==> src/hdl/iwd_defines.svh <==
// Constants for the independent watchdog: offsets, fields, keys, timing
`ifndef IWD_DEFINES_SVH
`define IWD_DEFINES_SVH

// Register byte offsets
`define IWD_OFF_KEY        8'h00
`define IWD_OFF_RELOAD     8'h04
`define IWD_OFF_STATE      8'h08
`define IWD_OFF_IRQ_STAT   8'h0C
`define IWD_OFF_IRQ_CLR    8'h10
`define IWD_OFF_IRQ_EN     8'h14

// Key codes written to key_command
`define IWD_KEY_START      16'hCCCC
`define IWD_KEY_FEED       16'hAAAA
`define IWD_KEY_UNLOCK     16'h5555

// Field widths, positions and reset values
`define IWD_CNT_W          18
`define IWD_RELOAD_RST     18'h3FFFF
`define IWD_ST_RVU         0
`define IWD_ST_RUN         1
`define IWD_IRQ_ZERO       0
`define IWD_IRQ_APPLY      1
`define IWD_IRQ_W          2

// Timing: system clock and the low-speed counting clock
`define IWD_CLK_HZ         125000000
`define IWD_TICK_HZ        3000

`endif

==> src/hdl/iwd_pkg.sv <==
// Types shared by the independent watchdog design
package iwd_pkg;

    // Run state of the counter; once running it never leaves
    typedef enum logic [0:0] {
        IWD_IDLE = 1'b0,
        IWD_RUN  = 1'b1
    } iwd_run_t;

endpackage

==> src/hdl/iwd_tick_div.sv <==
// Divider producing the one-cycle low-speed counting enable
`timescale 1ns/1ps
module iwd_tick_div #(
    parameter int unsigned DIV = 41666
) (
    input  wire logic clk_i,
    input  wire logic rst_i,
    output logic      tick_o
);
    localparam int CW = $clog2(DIV);
    localparam logic [CW-1:0] LAST = CW'(DIV - 1);

    logic [CW-1:0] cnt_r;
    logic          tick_r;

    // Free-running divider; the pulse is registered so it is glitch free
    always_ff @(posedge clk_i) begin
        if (rst_i) begin
            cnt_r  <= '0;
            tick_r <= 1'b0;
        end else if (cnt_r == LAST) begin
            cnt_r  <= '0;
            tick_r <= 1'b1;
        end else begin
            cnt_r  <= cnt_r + 1'b1;
            tick_r <= 1'b0;
        end
    end

    assign tick_o = tick_r;

endmodule

==> src/hdl/iwd_top.sv <==
// Independent watchdog with Wishbone register access
//
// Operation
// Counter advances on a low-speed 3K enable, independent of CPU activity.
// Once enabled the counter runs until reset; software cannot stop it.
// While running, reaching zero raises the system reset request.
// Counting and reset request continue in every low-power mode.
// Enabled by start key write or by the flash-loaded start setting.
// Start key enables counting from the reset value 0x3FFFF.
// Feed key copies the reload field into the counter.
// Software must feed before the counter runs out from reload value.
// Reload register ignores writes until unlock key; wait one cycle after.
// Any other key value relocks the reload register.
// Feed key also relocks the reload register.
// Key register holds 16-bit write-only key, reads back zero.
// Reload register holds 18-bit field, reset value is full scale.
// Reload field writable only while update flag is clear.
// Status bit 0 set while new reload moves to count domain.
// Status bit 1 reads one while the counter runs.
// Keys and reload values reach the counter only through a safe handoff; the start key loads the counter directly, without waiting for an enable.
`timescale 1ns/1ps
`include "iwd_defines.svh"
module iwd_top
    import iwd_pkg::*;
#(
    parameter int unsigned TICK_DIV = `IWD_CLK_HZ / `IWD_TICK_HZ
) (
    input  wire logic        clk_i,
    input  wire logic        rst_i,
    input  wire logic        wb_cyc_i,
    input  wire logic        wb_stb_i,
    input  wire logic        wb_we_i,
    input  wire logic [7:0]  wb_adr_i,
    input  wire logic [3:0]  wb_sel_i,
    input  wire logic [31:0] wb_dat_i,
    output logic      [31:0] wb_dat_o,
    output logic             wb_ack_o,
    input  wire logic        flash_start_i,
    output logic             watchdog_reset_request_o,
    output logic             irq_o
);

    // Address match, used by both the read mux and the write decode
    function automatic logic reg_hit(input logic [7:0] adr,
                                     input logic [7:0] off);
        reg_hit = (adr[7:2] == off[7:2]);
    endfunction

    // Byte-lane merge of an 18-bit field; upper lane bits beyond 17 drop
    function automatic logic [`IWD_CNT_W-1:0] lane_merge(
        input logic [`IWD_CNT_W-1:0] old_v,
        input logic [31:0]           wdat,
        input logic [3:0]            sel);
        logic [31:0] tmp;
        tmp = {{(32-`IWD_CNT_W){1'b0}}, old_v};
        for (int i = 0; i < 3; i++) begin
            if (sel[i]) begin
                tmp[i*8 +: 8] = wdat[i*8 +: 8];
            end
        end
        lane_merge = tmp[`IWD_CNT_W-1:0];
    endfunction

    logic                  ack_r;
    logic [31:0]           dat_r;
    logic                  req;
    logic                  wr_acc;
    logic                  key_wr;
    logic [15:0]           key_val;
    logic                  key_start;
    logic                  key_feed;
    logic                  key_unlock;
    logic                  reload_wr;
    logic                  tick;
    iwd_run_t              run_r;
    logic [`IWD_CNT_W-1:0] cnt_r;
    logic [`IWD_CNT_W-1:0] reload_r;
    logic [`IWD_CNT_W-1:0] shadow_r;
    logic                  unlock_r;
    logic                  pend_r;
    logic                  feed_pend_r;
    logic                  rst_req_r;
    logic                  strap_ff1_r;
    logic                  strap_ff2_r;
    logic [1:0]            boot_cnt_r;
    logic                  strap_start;
    logic                  start_go;
    logic                  at_zero;
    logic [`IWD_IRQ_W-1:0] irq_stat_r;
    logic [`IWD_IRQ_W-1:0] irq_en_r;
    logic [`IWD_IRQ_W-1:0] irq_set;
    logic [`IWD_IRQ_W-1:0] irq_clr;
    logic                  irq_r;

    // Low-speed counting enable from the system clock
    iwd_tick_div #(
        .DIV    (TICK_DIV)
    ) u_tick (
        .clk_i  (clk_i),
        .rst_i  (rst_i),
        .tick_o (tick)
    );

    // Bus request decode; a write lands on the edge that sees ack high
    assign req        = wb_cyc_i & wb_stb_i;
    assign wr_acc     = req & wb_we_i & ack_r;
    assign key_wr     = wr_acc & reg_hit(wb_adr_i, `IWD_OFF_KEY)
                        & (wb_sel_i[1:0] == 2'b11);
    assign key_val    = wb_dat_i[15:0];
    assign key_start  = key_wr & (key_val == `IWD_KEY_START);
    assign key_feed   = key_wr & (key_val == `IWD_KEY_FEED);
    assign key_unlock = key_wr & (key_val == `IWD_KEY_UNLOCK);
    // Locked or busy reload register silently drops the write
    assign reload_wr  = wr_acc & reg_hit(wb_adr_i, `IWD_OFF_RELOAD)
                        & unlock_r & ~pend_r;

    // Single-wait-state acknowledge; drops the cycle after it is given
    always_ff @(posedge clk_i) begin
        if (rst_i) begin
            ack_r <= 1'b0;
        end else begin
            ack_r <= req & ~ack_r;
        end
    end

    // Read data is captured at request time so it comes from a flip-flop
    always_ff @(posedge clk_i) begin
        if (rst_i) begin
            dat_r <= 32'h0000_0000;
        end else if (req & ~ack_r & ~wb_we_i) begin
            if (reg_hit(wb_adr_i, `IWD_OFF_RELOAD)) begin
                dat_r <= {{(32-`IWD_CNT_W){1'b0}}, reload_r};
            end else if (reg_hit(wb_adr_i, `IWD_OFF_STATE)) begin
                dat_r <= {30'h0, (run_r == IWD_RUN), pend_r};
            end else if (reg_hit(wb_adr_i, `IWD_OFF_IRQ_STAT)) begin
                dat_r <= {{(32-`IWD_IRQ_W){1'b0}}, irq_stat_r};
            end else if (reg_hit(wb_adr_i, `IWD_OFF_IRQ_EN)) begin
                dat_r <= {{(32-`IWD_IRQ_W){1'b0}}, irq_en_r};
            end else begin
                dat_r <= 32'h0000_0000;         // Key and unmapped
            end
        end
    end

    assign wb_ack_o = ack_r;
    assign wb_dat_o = dat_r;

    // Start setting from flash arrives asynchronously; two-stage sync
    always_ff @(posedge clk_i) begin
        if (rst_i) begin
            strap_ff1_r <= 1'b0;
            strap_ff2_r <= 1'b0;
        end else begin
            strap_ff1_r <= flash_start_i;
            strap_ff2_r <= strap_ff1_r;
        end
    end

    // Sample the synchronised setting once, after the sync has filled
    always_ff @(posedge clk_i) begin
        if (rst_i) begin
            boot_cnt_r <= 2'h0;
        end else if (boot_cnt_r != 2'h3) begin
            boot_cnt_r <= boot_cnt_r + 2'h1;
        end
    end

    assign strap_start = (boot_cnt_r == 2'h2) & strap_ff2_r;
    assign start_go    = key_start | strap_start;

    // Unlock window: only the unlock key opens it, every other key shuts it
    always_ff @(posedge clk_i) begin
        if (rst_i) begin
            unlock_r <= 1'b0;
        end else if (key_wr) begin
            unlock_r <= key_unlock;
        end
    end

    // Software-side reload value; reset is full scale
    always_ff @(posedge clk_i) begin
        if (rst_i) begin
            reload_r <= `IWD_RELOAD_RST;
        end else if (reload_wr) begin
            reload_r <= lane_merge(reload_r, wb_dat_i, wb_sel_i);
        end
    end

    // Update flag: set by a reload write, cleared when the count domain
    // takes the value on its next enable; a write in that cycle is refused, as the flag is still set
    always_ff @(posedge clk_i) begin
        if (rst_i) begin
            pend_r <= 1'b0;
        end else begin
            pend_r <= reload_wr | (pend_r & ~tick);
        end
    end

    // Count-domain copy of the reload value, only moved on an enable
    always_ff @(posedge clk_i) begin
        if (rst_i) begin
            shadow_r <= `IWD_RELOAD_RST;
        end else if (tick & pend_r) begin
            shadow_r <= reload_r;
        end
    end

    // Feed request is held until the next count enable applies it
    always_ff @(posedge clk_i) begin
        if (rst_i) begin
            feed_pend_r <= 1'b0;
        end else begin
            feed_pend_r <= key_feed | (feed_pend_r & ~tick);
        end
    end

    // Run state: no path back to idle short of a reset
    always_ff @(posedge clk_i) begin
        if (rst_i) begin
            run_r <= IWD_IDLE;
        end else begin
            unique case (run_r)
                IWD_IDLE: begin
                    if (start_go) begin
                        run_r <= IWD_RUN;
                    end
                end
                IWD_RUN: begin
                    run_r <= IWD_RUN;
                end
            endcase
        end
    end

    assign at_zero = (cnt_r == '0);

    // Down-counter. No low-power input exists: the enable never stops,
    // so counting goes on whatever mode the rest of the chip is in.
    always_ff @(posedge clk_i) begin
        if (rst_i) begin
            cnt_r <= `IWD_RELOAD_RST;
        end else if (start_go & (run_r == IWD_IDLE)) begin
            cnt_r <= `IWD_RELOAD_RST;
        end else if (tick & (run_r == IWD_RUN)) begin
            if (feed_pend_r) begin
                cnt_r <= shadow_r;
            end else if (!at_zero) begin
                cnt_r <= cnt_r - 1'b1;
            end
        end
    end

    // Reset request holds until the system reset takes this block down
    always_ff @(posedge clk_i) begin
        if (rst_i) begin
            rst_req_r <= 1'b0;
        end else if (tick & (run_r == IWD_RUN) & at_zero
                     & ~feed_pend_r) begin
            rst_req_r <= 1'b1;
        end
    end

    assign watchdog_reset_request_o = rst_req_r;

    // Interrupt events: counter hit zero, new reload taken over
    assign irq_set[`IWD_IRQ_ZERO]  = tick & (run_r == IWD_RUN) & at_zero
                                     & ~feed_pend_r;
    assign irq_set[`IWD_IRQ_APPLY] = tick & pend_r;
    assign irq_clr = (wr_acc & reg_hit(wb_adr_i, `IWD_OFF_IRQ_CLR)
                      & wb_sel_i[0]) ? wb_dat_i[`IWD_IRQ_W-1:0]
                                     : {`IWD_IRQ_W{1'b0}};

    // Sticky status; an event in the clearing cycle is kept
    always_ff @(posedge clk_i) begin
        if (rst_i) begin
            irq_stat_r <= '0;
        end else begin
            irq_stat_r <= (irq_stat_r & ~irq_clr) | irq_set;
        end
    end

    // Interrupt enable register
    always_ff @(posedge clk_i) begin
        if (rst_i) begin
            irq_en_r <= '0;
        end else if (wr_acc & reg_hit(wb_adr_i, `IWD_OFF_IRQ_EN)
                     & wb_sel_i[0]) begin
            irq_en_r <= wb_dat_i[`IWD_IRQ_W-1:0];
        end
    end

    // Registered level interrupt, one cycle behind the status
    always_ff @(posedge clk_i) begin
        if (rst_i) begin
            irq_r <= 1'b0;
        end else begin
            irq_r <= |(irq_stat_r & irq_en_r);
        end
    end

    assign irq_o = irq_r;
endmodule

==> config.mk <==
export PLATFORM = sky130hd
export DESIGN_NAME = iwd_top
export DESIGN_NICKNAME = d
export VERILOG_FILES = /design/src/hdl/iwd_pkg.sv /design/src/hdl/iwd_tick_div.sv /design/src/hdl/iwd_top.sv
export VERILOG_INCLUDE_DIRS = /design/src /design/src/hdl
export SDC_FILE = /design/constraint.sdc
export NUM_CORES = 1
export LEC_CHECK = 0
export BUFFER_PORTS_ARGS = -buffer_cell sky130_fd_sc_hd__buf_2
export CAP_MARGIN = 30
export CORE_UTILIZATION = 62
export CTS_BUF_LIST = sky130_fd_sc_hd__clkbuf_2
export DETAILED_ROUTE_END_ITERATION = 10
export PLACE_DENSITY = 0.94
export SLEW_MARGIN = 25
export SYNTH_ARGS = -nofsm -noshare
export SYNTH_HDL_FRONTEND = slang
export SYNTH_SLANG_ARGS = --single-unit
export TNS_END_PERCENT = 10
==> constraint.sdc <==
create_clock -name clk_i -period 4.6 [get_ports clk_i]
set_clock_uncertainty 0.1 [all_clocks]
set_input_delay 0.92 -clock clk_i [delete_from_list [all_inputs] [get_ports clk_i]]
set_output_delay 0.92 -clock clk_i [all_outputs]
set_load 0.05 [all_outputs]
# Yosys cells after proc, flatten, opt, wreduce, memory -nomap -nowiden
# Index checks and enable logic that the tools add are counted.
[op_classes] n_addsub=3 n_eq_ne=13 muxes=10 bitwise=38 n_reduce_logical=9
[ops] op="$mux 18" n=3
[ops] op="$eq 16x16->1 const B" n=3
[ops] op="$and 1x1->1" n=25
[ops] op="$logic_not 18->1" n=1
[ops] op="$sub 18x1->18 const B" n=1
[ops] op="$add 16x1->16 const B" n=1
[ops] op="$eq 16x15->1 const B" n=1
[ops] op="$eq 6x2->1 const B" n=2
[ops] op="$eq 6x3->1 const B" n=2
[ops] op="$mux 2" n=4
[ops] op="$reduce_and 2->1" n=4
[ops] op="$eq 6x1->1 const B" n=1
[ops] op="$logic_not 6->1" n=1
[ops] op="$not 1->1" n=6
[ops] op="$reduce_or 2->1" n=3
[ops] op="$and 2x2->2" n=2
[ops] op="$eq 2x2->1 const B" n=2
[ops] op="$ne 2x2->1 const B" n=2
[ops] op="$or 1x1->1" n=3
[ops] op="$add 2x1->2 const B" n=1
[ops] op="$mux 1" n=2
[ops] op="$not 2->2" n=1
[ops] op="$or 2x2->2" n=1
[ops] op="$pmux 1 s2" n=1
[totals] ff_bits=118 out_inout_bits=35 word_cells=93

# Longest topological paths before layout
# Gate-level depths: netlist (run 1).
[depth] word_depth=9 depth_mapped=9 ltp_nobuf=7

# Modules after synthesis
# From an unflattened synthesis (run 1), not the netlist that was laid out.
[unflattened] cells_unflattened=563 hier_area_um2=4849.7
[by_module_without_submodules] mod="iwd_top" n_inst=1 cells_each=479 area_per_inst_um2=4047.6 seq_area_each_um2=1741.7
[by_module_without_submodules] mod="iwd_tick_div" n_inst=1 cells_each=84 area_per_inst_um2=802.0 seq_area_each_um2=340.3

# Worst setup path after synthesis (run 1)
# Ideal clock, no wire load.
[synth_path] path_kind="input-to-reg" from="input wb_adr_i[3]" to="register reload_r[14]" setup_time_ns=0.063 t_arrival_ns=2.403 required_time_ns=4.437 path_slack_ns=2.034 cell_stages=6 path_cell_list="nor4b_1 > and4_1 > clkbuf_1 > clkbuf_1 > nand3_1 > nand3b_1"
[synth_between] elab_chain_cells=5
[synth_lines] element="start: declaration" line="iwd_top.sv:33" rtl="input wire logic [7:0] wb_adr_i,"
[synth_lines] element="$eq 6x1->1" line="iwd_top.sv:46" rtl="reg_hit = (adr[7:2] == off[7:2]);"
[synth_lines] element="$and 1x1->1 (3 in series)" line="iwd_top.sv:114" rtl="assign reload_wr = wr_acc & reg_hit(wb_adr_i, `IWD_OFF_RELOAD)"
[synth_lines] element="$reduce_and 2->1 (no line)"
[synth_lines] element="end signal: assignment" line="iwd_top.sv:183" rtl="reload_r <= `IWD_RELOAD_RST;"
[synth_lines] element="end signal: assignment" line="iwd_top.sv:185" rtl="reload_r <= lane_merge(reload_r, wb_dat_i, wb_sel_i);"
[synth_lines] element="end: declaration" line="iwd_top.sv:77" rtl="logic [`IWD_CNT_W-1:0] reload_r;"
# No other way between the ends.
# A chain may end at the register's enable or synchronous reset.

# Final worst setup path (run 1)
[layout_path] from="register cnt_r[0]" to="register cnt_r[5]"
[layout_between] elab_chain_cells=3 elab_cells_between_ends=6 cone_classes="add/sub: 1; eq/ne: 1; mux: 2; reduce/logical: 2"
[layout_lines] element="start: declaration" line="iwd_top.sv:76" rtl="logic [`IWD_CNT_W-1:0] cnt_r;"
[layout_lines] element="start signal: assignment" line="iwd_top.sv:241" rtl="cnt_r <= `IWD_RELOAD_RST;"
[layout_lines] element="start signal: assignment" line="iwd_top.sv:243" rtl="cnt_r <= `IWD_RELOAD_RST;"
[layout_lines] element="start signal: assignment" line="iwd_top.sv:246" rtl="cnt_r <= shadow_r;"
[layout_lines] element="$sub 18x1->18 / $logic_not 18->1 (equally long branches)" line="iwd_top.sv:248, iwd_top.sv:235"
[layout_lines] element="$mux 18 / $ne 2x2->1 (equally long branches)"
[layout_lines] element="$mux 18 / $reduce_and 2->1 (equally long branches)"
# Several ways; a longest one is shown, not always the timed one. The select of a mux whose other input is x is not followed.

==> results of run 1 <==
synth_stat cells (all sizes together) (2+ instances only):
cell type / instances
or2: 3
a31oi: 4
a22oi: 18
nand3b: 16
nor3b: 2
and3: 20
nor3: 12
nor2: 69
ha: 5
buf: 18
nand4: 11
or4: 5
o21a: 2
o211ai: 10
a21o: 2
inv: 13
a211o: 20
dfxtp: 104
a21oi: 25
and4: 4
mux2i: 4
o22ai: 4
xor2: 7
nand2: 46
o31ai: 2
nor4: 9
nor4bb: 2
and2: 3
nand3: 29
nand2b: 6
clkbuf: 29
or3: 6
o21ai: 17
nor2b: 9
xnor2: 8
nor4b: 5
cell type report:
type	instances	area, um^2
Multi-Input combinational cell	410	2440
Fill cell	523	2200
Sequential cell	104	2080
Timing Repair Buffer	57	295
Tap cell	99	124
Clock inverter	6	100
Inverter	13	48.8
Clock buffer	9	45.0
Antenna cell	1	2.50
critical path, cell delays in order, from the launching register on:
cell      delay, ns
dfxtp_1        0.38
inv_1          0.09
ha_1           0.21
or3b_2         0.53
nor4_2         0.40
a31o_1         0.64
o21ai_0        0.19
o211ai_1       0.12
placed cells by master, fill, tap and decap left out, types with 8 or more instances in the layout:
cell type / instances
nand2_1: 46
nor2b_1: 9
nor3_1: 12
dfxtp_1: 104
o21ai_0: 15
a21oi_1: 24
buf_2: 53
nor4_1: 8
nand3_1: 29
clkbuf_2: 9
nor2_1: 69
a22oi_1: 18
inv_1: 12
xnor2_1: 8
and3_1: 20
a211o_1: 20
nand4_1: 11
nand3b_1: 16
conb_1: 14
o211ai_1: 9
metal layers:
layer  track usage  vias up  routed length (um)
li1              -     2048                   -
met1         0.371     2040                4580
met2         0.506      226                5670
met3        0.0795       30                 830
met4         0.110        0                 254
met5             0        -                   0
power by group:
| group | internal (mW) | leakage (nW) | switching [mW] |
|---|---|---|---|
| registers | 0.914 | 0.842 | 0.00868 |
| clock network | 0.188 | 0.0864 | 0.322 |
| logic | 0.0287 | 1.15 | 0.0720 |
state kept, by name (all words and copies together) (netlist names), 2 cells and up:
register and count:
wb_dat_o 18, irq_en_r 2, boot_cnt_r 2, shadow_r 18, reload_r 18, irq_stat_r 2
cnt_r 18, u_tick.cnt_r 16
how the worst min path moves through the flow:
stage | to | depth (start not counted) | start
floorplan | strap_ff2_r | 1 | strap_ff1_r
global placement | strap_ff2_r | 1 | strap_ff1_r
detailed placement | shadow_r[12] | 1 | shadow_r[12]
CTS | watchdog_reset_request_o | 2 | watchdog_reset_request_o
global route | strap_ff1_r | 2 | flash_start_i
finish | watchdog_reset_request_o | 2 | watchdog_reset_request_o
cells by family after synthesis:
family | after synthesis
XOR/XNOR | 15
multiplexers | 4
AO/OA/AOI/OAI | 114
AND/OR/NAND/NOR | 258
buffers and inverters | 60
other | 1
flip-flops | 104
adder cells (fa/ha/maj) | 5
per-stage QoR:
stage                     setup slack [ns]  utilization  hold slack (ns)  cell area (um^2)
after global routing                  1.70        0.700            0.377              5130
after CTS                             1.90        0.700            0.378              5130
after global placement                1.52        0.679            0.333              4970
after detailed placement              1.57        0.680            0.343              4990
final                                 1.89        0.700            0.369              5130
after floorplan                       2.03            -            0.314              4810
==> impl_metrics.yaml, run 1 <==
pwr:
  p_leak_nw: 2.08
  ir_drop_v: 0.000236
  totalPowerFinal_mw: 1.53
  pwr_density_cell_nw_per_um2: 299
logic_synthesis:
  yosysWarningCount: 0
  synthAdderAreaFrac: 0.0131
  synth_cell_types: 57
  synth-compound-area-share: 0.166
  synthCells: 561
  synth-simple-area-share: 0.285
  synth_edf_count: 0
  avgSynthCellArea_um2: 8.49
  ys_seq_elements: 104
  ys_async_sr_fraction: 0
  synth-xor-area-share: 0.0276
  synth_area_leaders: "dfxtp_1, nor2_1, a211o_1"
  ys_seq_area_frac: 0.437
  synth_top_area_cell: "dfxtp_1"
  yosysTopAreaCellShare: 0.437
  synthMuxAreaShare: 0.00841
  netlist_area_um2: 4760
  synth_top_family_by_area: "simple AND/OR/NAND/NOR gates"
  synthFlopType: "dfxtp_1"
run:
  max_cap_viol_count: 0
routing:
  wirelength_um: 11300
  first_pass_iters: 6
  wl_per_cell_um: 16.2
  vias: 4344
  drc: 0
  ant_nets: 0
  via_per_inst: 6.21
  drt_iter0_markers: 599
timing:
  max-slew-margin-rel: 0.400
  setup_viol: 0
  hold_violations: 0
  rsz0062_at_grt: "no"
  tightest_slew_ns: 0.895
  period_minus_slack_ns: 2.71
  fmax_mhz: 369
  finalSetupTns_ns: 0
  slew_viol_final: 0
  fin_crit_sh: 0.590
setup_path:
  reg2reg_slack_ns: 1.89
  critPathKind: "flip-flop to flip-flop"
  required_ns: 5.01
  r2r_cells: 7
  reg2reg_from: "cnt_r[0]"
  r2r-end: "cnt_r[5]"
  crit_path_end: "cnt_r[5]"
  cp-end-kind: "flip-flop"
  cp_max_fo: 18
  critPathLaunchType: "flip-flop"
  cp-startpoint: "cnt_r[0]"
  worstPathArrival_ns: 3.13
placed_design:
  portBuffers: 53
  dp.cells: 683
  hpwlAfterDp_um: 7990
  gp_congestion: 0.886
floorplan:
  die_x_um: 89.6
  ios: 85
  core_area_um2: 7330
  die-height_um: 89.6
  rows: 31
  start_util: 0.649
  dieArea_um2: 8030
clock_network:
  cts_setup_buffers: 0
  clock_path_buffers: 2
  hold_buffers: 0
  clock-sinks: 104
  cts_tree: "done"
  root_buffer: "clkbuf_2"
  numCtsBuffers: 9
  cts.htree.levels: 3
  clk_latency_ns: 0.60
  cts_resized: 0
  clk_pin_slew_ns: 0.28
global_routing:
  overflow: 0
  grt_max_degree: 72
  grt_use_total: 0.300
  grt_pass1_vias: 3909
  antenna_found_initial: 0
  grt_pass1_wl_um: 18600
cells_and_area:
  syn_to_final_growth_pct: 7.83
  final_net_count: 650
  drive_gt1_frac: 0.142
  final_cells: 699
min_path:
  min_path_type: "flip-flop to flip-flop"
status:
  status: "finished, final reports clean"
(Power assumes the default switching activity.)
==> run 2: changes to the inputs <==
--- a/config.mk
+++ b/config.mk
@@ -8,10 +8,10 @@
 export LEC_CHECK = 0
 export BUFFER_PORTS_ARGS = -buffer_cell sky130_fd_sc_hd__buf_2
 export CAP_MARGIN = 30
-export CORE_UTILIZATION = 62
+export CORE_UTILIZATION = 52
 export CTS_BUF_LIST = sky130_fd_sc_hd__clkbuf_2
 export DETAILED_ROUTE_END_ITERATION = 10
-export PLACE_DENSITY = 0.94
+export PLACE_DENSITY = 0.85
 export SLEW_MARGIN = 25
 export SYNTH_ARGS = -nofsm -noshare
 export SYNTH_HDL_FRONTEND = slang
==> constraint.sdc (replaced) <==
create_clock -name clk_i -period 2.45 [get_ports clk_i]
set_clock_uncertainty 0.1 [all_clocks]
set_input_delay 0.49 -clock clk_i [delete_from_list [all_inputs] [get_ports clk_i]]
set_output_delay 0.49 -clock clk_i [all_outputs]
set_load 0.05 [all_outputs]
==> impl_metrics.yaml, run 2 (synthesis results as in run 1) <==
routing:
  first_pass_iters: 8
  via_per_inst: 6.02
  wl_per_cell_um: 16.0
  drc: 4
  vias: 4376
  wirelength_um: 11700
  drt_iter0_markers: 591
  ant_nets: 0
cells_and_area:
  layout.cells.most_common_list: "dfxtp_1, nor2_1, buf_2"
  final_net_count: 669
  syn_to_final_growth_pct: 11.2
  num_antenna_cells: 0
  design_area_um2: 5300
  fin_util: 0.601
  fillers: 726
  final_common_cell: "dfxtp_1"
  drive_gt1_frac: 0.170
floorplan:
  core_area_um2: 8810
  ios: 85
  dieArea_um2: 9540
  die-height_um: 97.7
  rows: 34
  die_x_um: 97.7
  start_util: 0.541
status:
  status: "finished with violations"
  violations: "design-rule violations"
clock_network:
  cts_tree: "done"
  clock-sinks: 104
  root_buffer: "clkbuf_2"
  clk_pin_slew_ns: 0.29
  clock_path_buffers: 2
  cts_setup_buffers: 0
  cts.htree.levels: 3
  numCtsBuffers: 9
  clk_latency_ns: 0.60
timing:
  fin_ws_ns: 0.0599
  rsz0062_at_grt: "yes"
  period_minus_slack_ns: 2.39
  hold_violations: 0
  fin_crit_sh: 0.976
  tightest_slew_ns: 0.681
  slew_viol_final: 0
  hold_slack_ns: 0.0127
  fmax_mhz: 418
  max-slew-margin-rel: 0.545
  setup_viol: 0
setup_path:
  reg2reg_from: "cnt_r[0]"
  worstPathArrival_ns: 2.78
  critPathKind: "flip-flop to flip-flop"
  required_ns: 2.84
  cp-end-kind: "flip-flop"
  cp-startpoint: "cnt_r[0]"
  cp_max_fo: 3
  critPathLaunchType: "flip-flop"
pwr:
  power_switching_uw: 737
  p_clk_frac: 0.276
  pwr_density_cell_nw_per_um2: 504
  internal-power_mw: 1.93
  switching_share: 0.277
  ir_drop_v: 0.000383
  comb_power_share: 0.075
  totalPowerFinal_mw: 2.67
  seqPwrFrac: 0.649
  p_leak_nw: 2.21
placed_design:
  hpwlAfterDp_um: 8350
  gp_congestion: 0.840
  portBuffers: 53
  placed_area_um2: 5120
  place_ws_ns: 0.0258
min_path:
  min_path_type: "primary input to flip-flop"
  min-delay-start: "wb_cyc_i"
global_routing:
  grt_max_degree: 43
  overflow: 0
  antenna_found_initial: 0
  grt_use_total: 0.247
  grt_pass1_vias: 4047
  grt_pass1_wl_um: 19100
run:
  max_cap_viol_count: 0
[run 2: through the flow]
step,setup TNS (ns),cells
6_report,0,727
5_1_grt,-0.142,727
4_1_cts,0,726
3_5_place_dp,0,707
3_3_place_gp,0,707
2_1_floorplan,0,574
[run 2: final timing paths]
| kind | to | slack, ns | depth (start not counted) |
|---|---|---|---|
| worst max-delay path | cnt_r[16] | 0.06 | 7 |
| worst min-delay path | wb_ack_o | 0.01 | 3 |
| worst max register to register | cnt_r[16] | 0.06 | 7 |
| worst min register to register | watchdog_reset_request_o | 0.37 | 2 |
[run 2: per-layer routing]
| metal | vias to the layer above | GRT usage | routed length [um] |
|---|---|---|---|
| met1 | 2093 | 0.310 | 5020 |
| met3 | 25 | 0.0331 | 606 |
| met4 | 0 | 0.110 | 253 |
| li1 | 2092 | - | - |
| met2 | 166 | 0.422 | 5780 |
| met5 | - | 0 | 0 |
[run 2: area by class of cell]
class | instances | area (um^2) | share of cell area
Clock inverter | 5 | 40.0 | 0.00756
Timing Repair Buffer | 76 | 464 | 0.0877
Multi-Input combinational cell | 410 | 2470 | 0.466
Clock buffer | 11 | 55.1 | 0.0104
Tap cell | 108 | 135 | 0.0255
Sequential cell | 104 | 2090 | 0.394
Inverter | 13 | 48.8 | 0.00922
[run 2: worst max-delay path: stages (launching register included)]
cell and delay, ns:
dfxtp_2 0.39, inv_2 0.08, ha_4 0.13, or3b_4 0.37, or4_4 0.53, or3_4 0.36
o311ai_4 0.21, o211ai_1 0.12
[run 2: power by group through the flow]
stage | Sequential, mW | Clock, mW | Combinational (mW)
4_1_cts | 1.73 | 0.738 | 0.196
5_1_grt | 1.73 | 0.810 | 0.215
2_1_floorplan | 1.76 | 0 | 0.146
6_report | 1.73 | 0.736 | 0.201
3_5_place_dp | 1.76 | 0 | 0.192
3_3_place_gp | 1.76 | 0 | 0.185
[run 2: repair_timing]
action,in CTS,in global routing
hold buffers,3,1
gates resized for setup,0,10
endpoints found under the hold margin,3,1
endpoints found under the setup margin,0,16
==> run 3: changes to the inputs <==
--- a/config.mk
+++ b/config.mk
@@ -8,6 +8,7 @@
 export LEC_CHECK = 0
 export BUFFER_PORTS_ARGS = -buffer_cell sky130_fd_sc_hd__buf_2
 export CAP_MARGIN = 30
+export CORE_ASPECT_RATIO = 0.8
 export CORE_UTILIZATION = 52
 export CTS_BUF_LIST = sky130_fd_sc_hd__clkbuf_2
 export DETAILED_ROUTE_END_ITERATION = 10
==> impl_metrics.yaml, run 3 (synthesis results as in run 1) <==
routing:
  via_per_inst: 5.85
  vias: 4328
  wl_per_cell_um: 15.5
  ant_nets: 0
  wirelength_um: 11500
  drc: 0
  drt_iter0_markers: 345
  first_pass_iters: 5
setup_path:
  r2r-end: "cnt_r[16]"
  cp-end-kind: "flip-flop"
  worstPathArrival_ns: 2.80
  reg2reg_slack_ns: 0.06
  crit_path_end: "cnt_r[16]"
  r2r_cells: 5
  required_ns: 2.86
  cp-startpoint: "cnt_r[8]"
  reg2reg_from: "cnt_r[8]"
  critPathKind: "flip-flop to flip-flop"
  critPathLaunchType: "flip-flop"
  cp_max_fo: 3
clock_network:
  clk_latency_ns: 0.59
  clk_pin_slew_ns: 0.26
  numCtsBuffers: 9
  cts.htree.levels: 3
  root_buffer: "clkbuf_2"
  clock-sinks: 104
  clock_path_buffers: 2
  cts_tree: "done"
placed_design:
  portBuffers: 53
  gp_congestion: 0.931
  hpwlAfterDp_um: 8320
pwr:
  pwr_density_cell_nw_per_um2: 488
  totalPowerFinal_mw: 2.61
  ir_drop_v: 0.000448
  p_leak_nw: 2.20
cells_and_area:
  syn_to_final_growth_pct: 12.1
  final_net_count: 678
  final_common_cell: "dfxtp_1"
  fillers: 764
  num_antenna_cells: 0
  layout.cells.most_common_list: "dfxtp_1, nor2_1, buf_2"
  drive_gt1_frac: 0.177
floorplan:
  core_area_um2: 8670
  die-height_um: 87.6
  ios: 85
  start_util: 0.549
  dieArea_um2: 9540
  die_x_um: 109
  rows: 30
global_routing:
  overflow: 0
  grt_use_total: 0.250
  antenna_found_initial: 0
  grt_max_degree: 48
  grt_pass1_vias: 3874
  grt_pass1_wl_um: 18500
timing:
  slew_viol_final: 0
  hold_violations: 0
  setup_viol: 0
  tightest_slew_ns: 0.666
  fmax_mhz: 418
  max-slew-margin-rel: 0.555
  finalSetupTns_ns: 0
  period_minus_slack_ns: 2.39
  fin_crit_sh: 0.976
min_path:
  min_path_cells: 3
  min-delay-start: "wb_cyc_i"
  min_path_type: "primary input to flip-flop"
status:
  status: "finished, final reports clean"
run:
  max_cap_viol_count: 0
-- run 3: per-stage QoR --
step | std cells | hold WS, ns | area [um^2] | util | setup slack, ns
after detailed placement | 714 | 0.328 | 5150 | 0.594 | 0.0420
final | 740 | 0.0451 | 5340 | 0.616 | 0.0600
after global routing | 740 | 0.00281 | 5340 | 0.616 | -0.00811
after global placement | 714 | 0.331 | 5150 | 0.594 | 0.0914
after CTS | 735 | 0.00293 | 5290 | 0.610 | 0.0119
after floorplan | 574 | 0.314 | 4810 | - | 0.0822
-- run 3: worst min path at each step --
stage | end | slack (ns)
CTS | wb_ack_o | 0.003
finish | wb_ack_o | 0.05
global placement | strap_ff2_r | 0.33
floorplan | strap_ff2_r | 0.31
global route | reload_r[13] | 0.003
detailed placement | strap_ff2_r | 0.33
-- run 3: per-layer routing --
| layer | routed length, um | track usage | vias up | share of wire |
|---|---|---|---|---|
| met5 | 0 | 0 | - | 0 |
| met4 | 186 | 0.0762 | 0 | 0.016 |
| met3 | 851 | 0.0558 | 19 | 0.074 |
| met2 | 5190 | 0.399 | 169 | 0.45 |
| met1 | 5260 | 0.339 | 2036 | 0.46 |
| li1 | - | - | 2104 | - |
-- run 3: critical path: stages (launching register included) --
cell and delay (ns):
dfxtp_4 0.40, or4_4 0.56, or4_4 0.56, or3_4 0.35, o311ai_2 0.21, o211ai_1 0.12
-- run 3: cell type report --
cell class,count,area [um^2],area share
clock buffers,11,55.1,0.0103
multi-input cells,410,2440,0.458
clock inverters,5,33.8,0.00633
well taps,112,140,0.0262
repair buffers,85,531,0.0994
inverters,13,48.8,0.00914
flip-flops and latches,104,2090,0.391
-- run 3: power breakdown --
group | total, mW | internal [mW] | switching (mW)
Clock | 0.681 | 0.139 | 0.541
Combinational | 0.198 | 0.0627 | 0.135
Sequential | 1.73 | 1.71 | 0.0163
-- run 3: what timing repair did --
item | in CTS | in global routing
setup buffers | 0 | 5
gates resized for setup | 0 | 7
hold buffers | 5 | 0
hold endpoints to repair | 5 | 0
setup endpoints to repair | 0 | 13
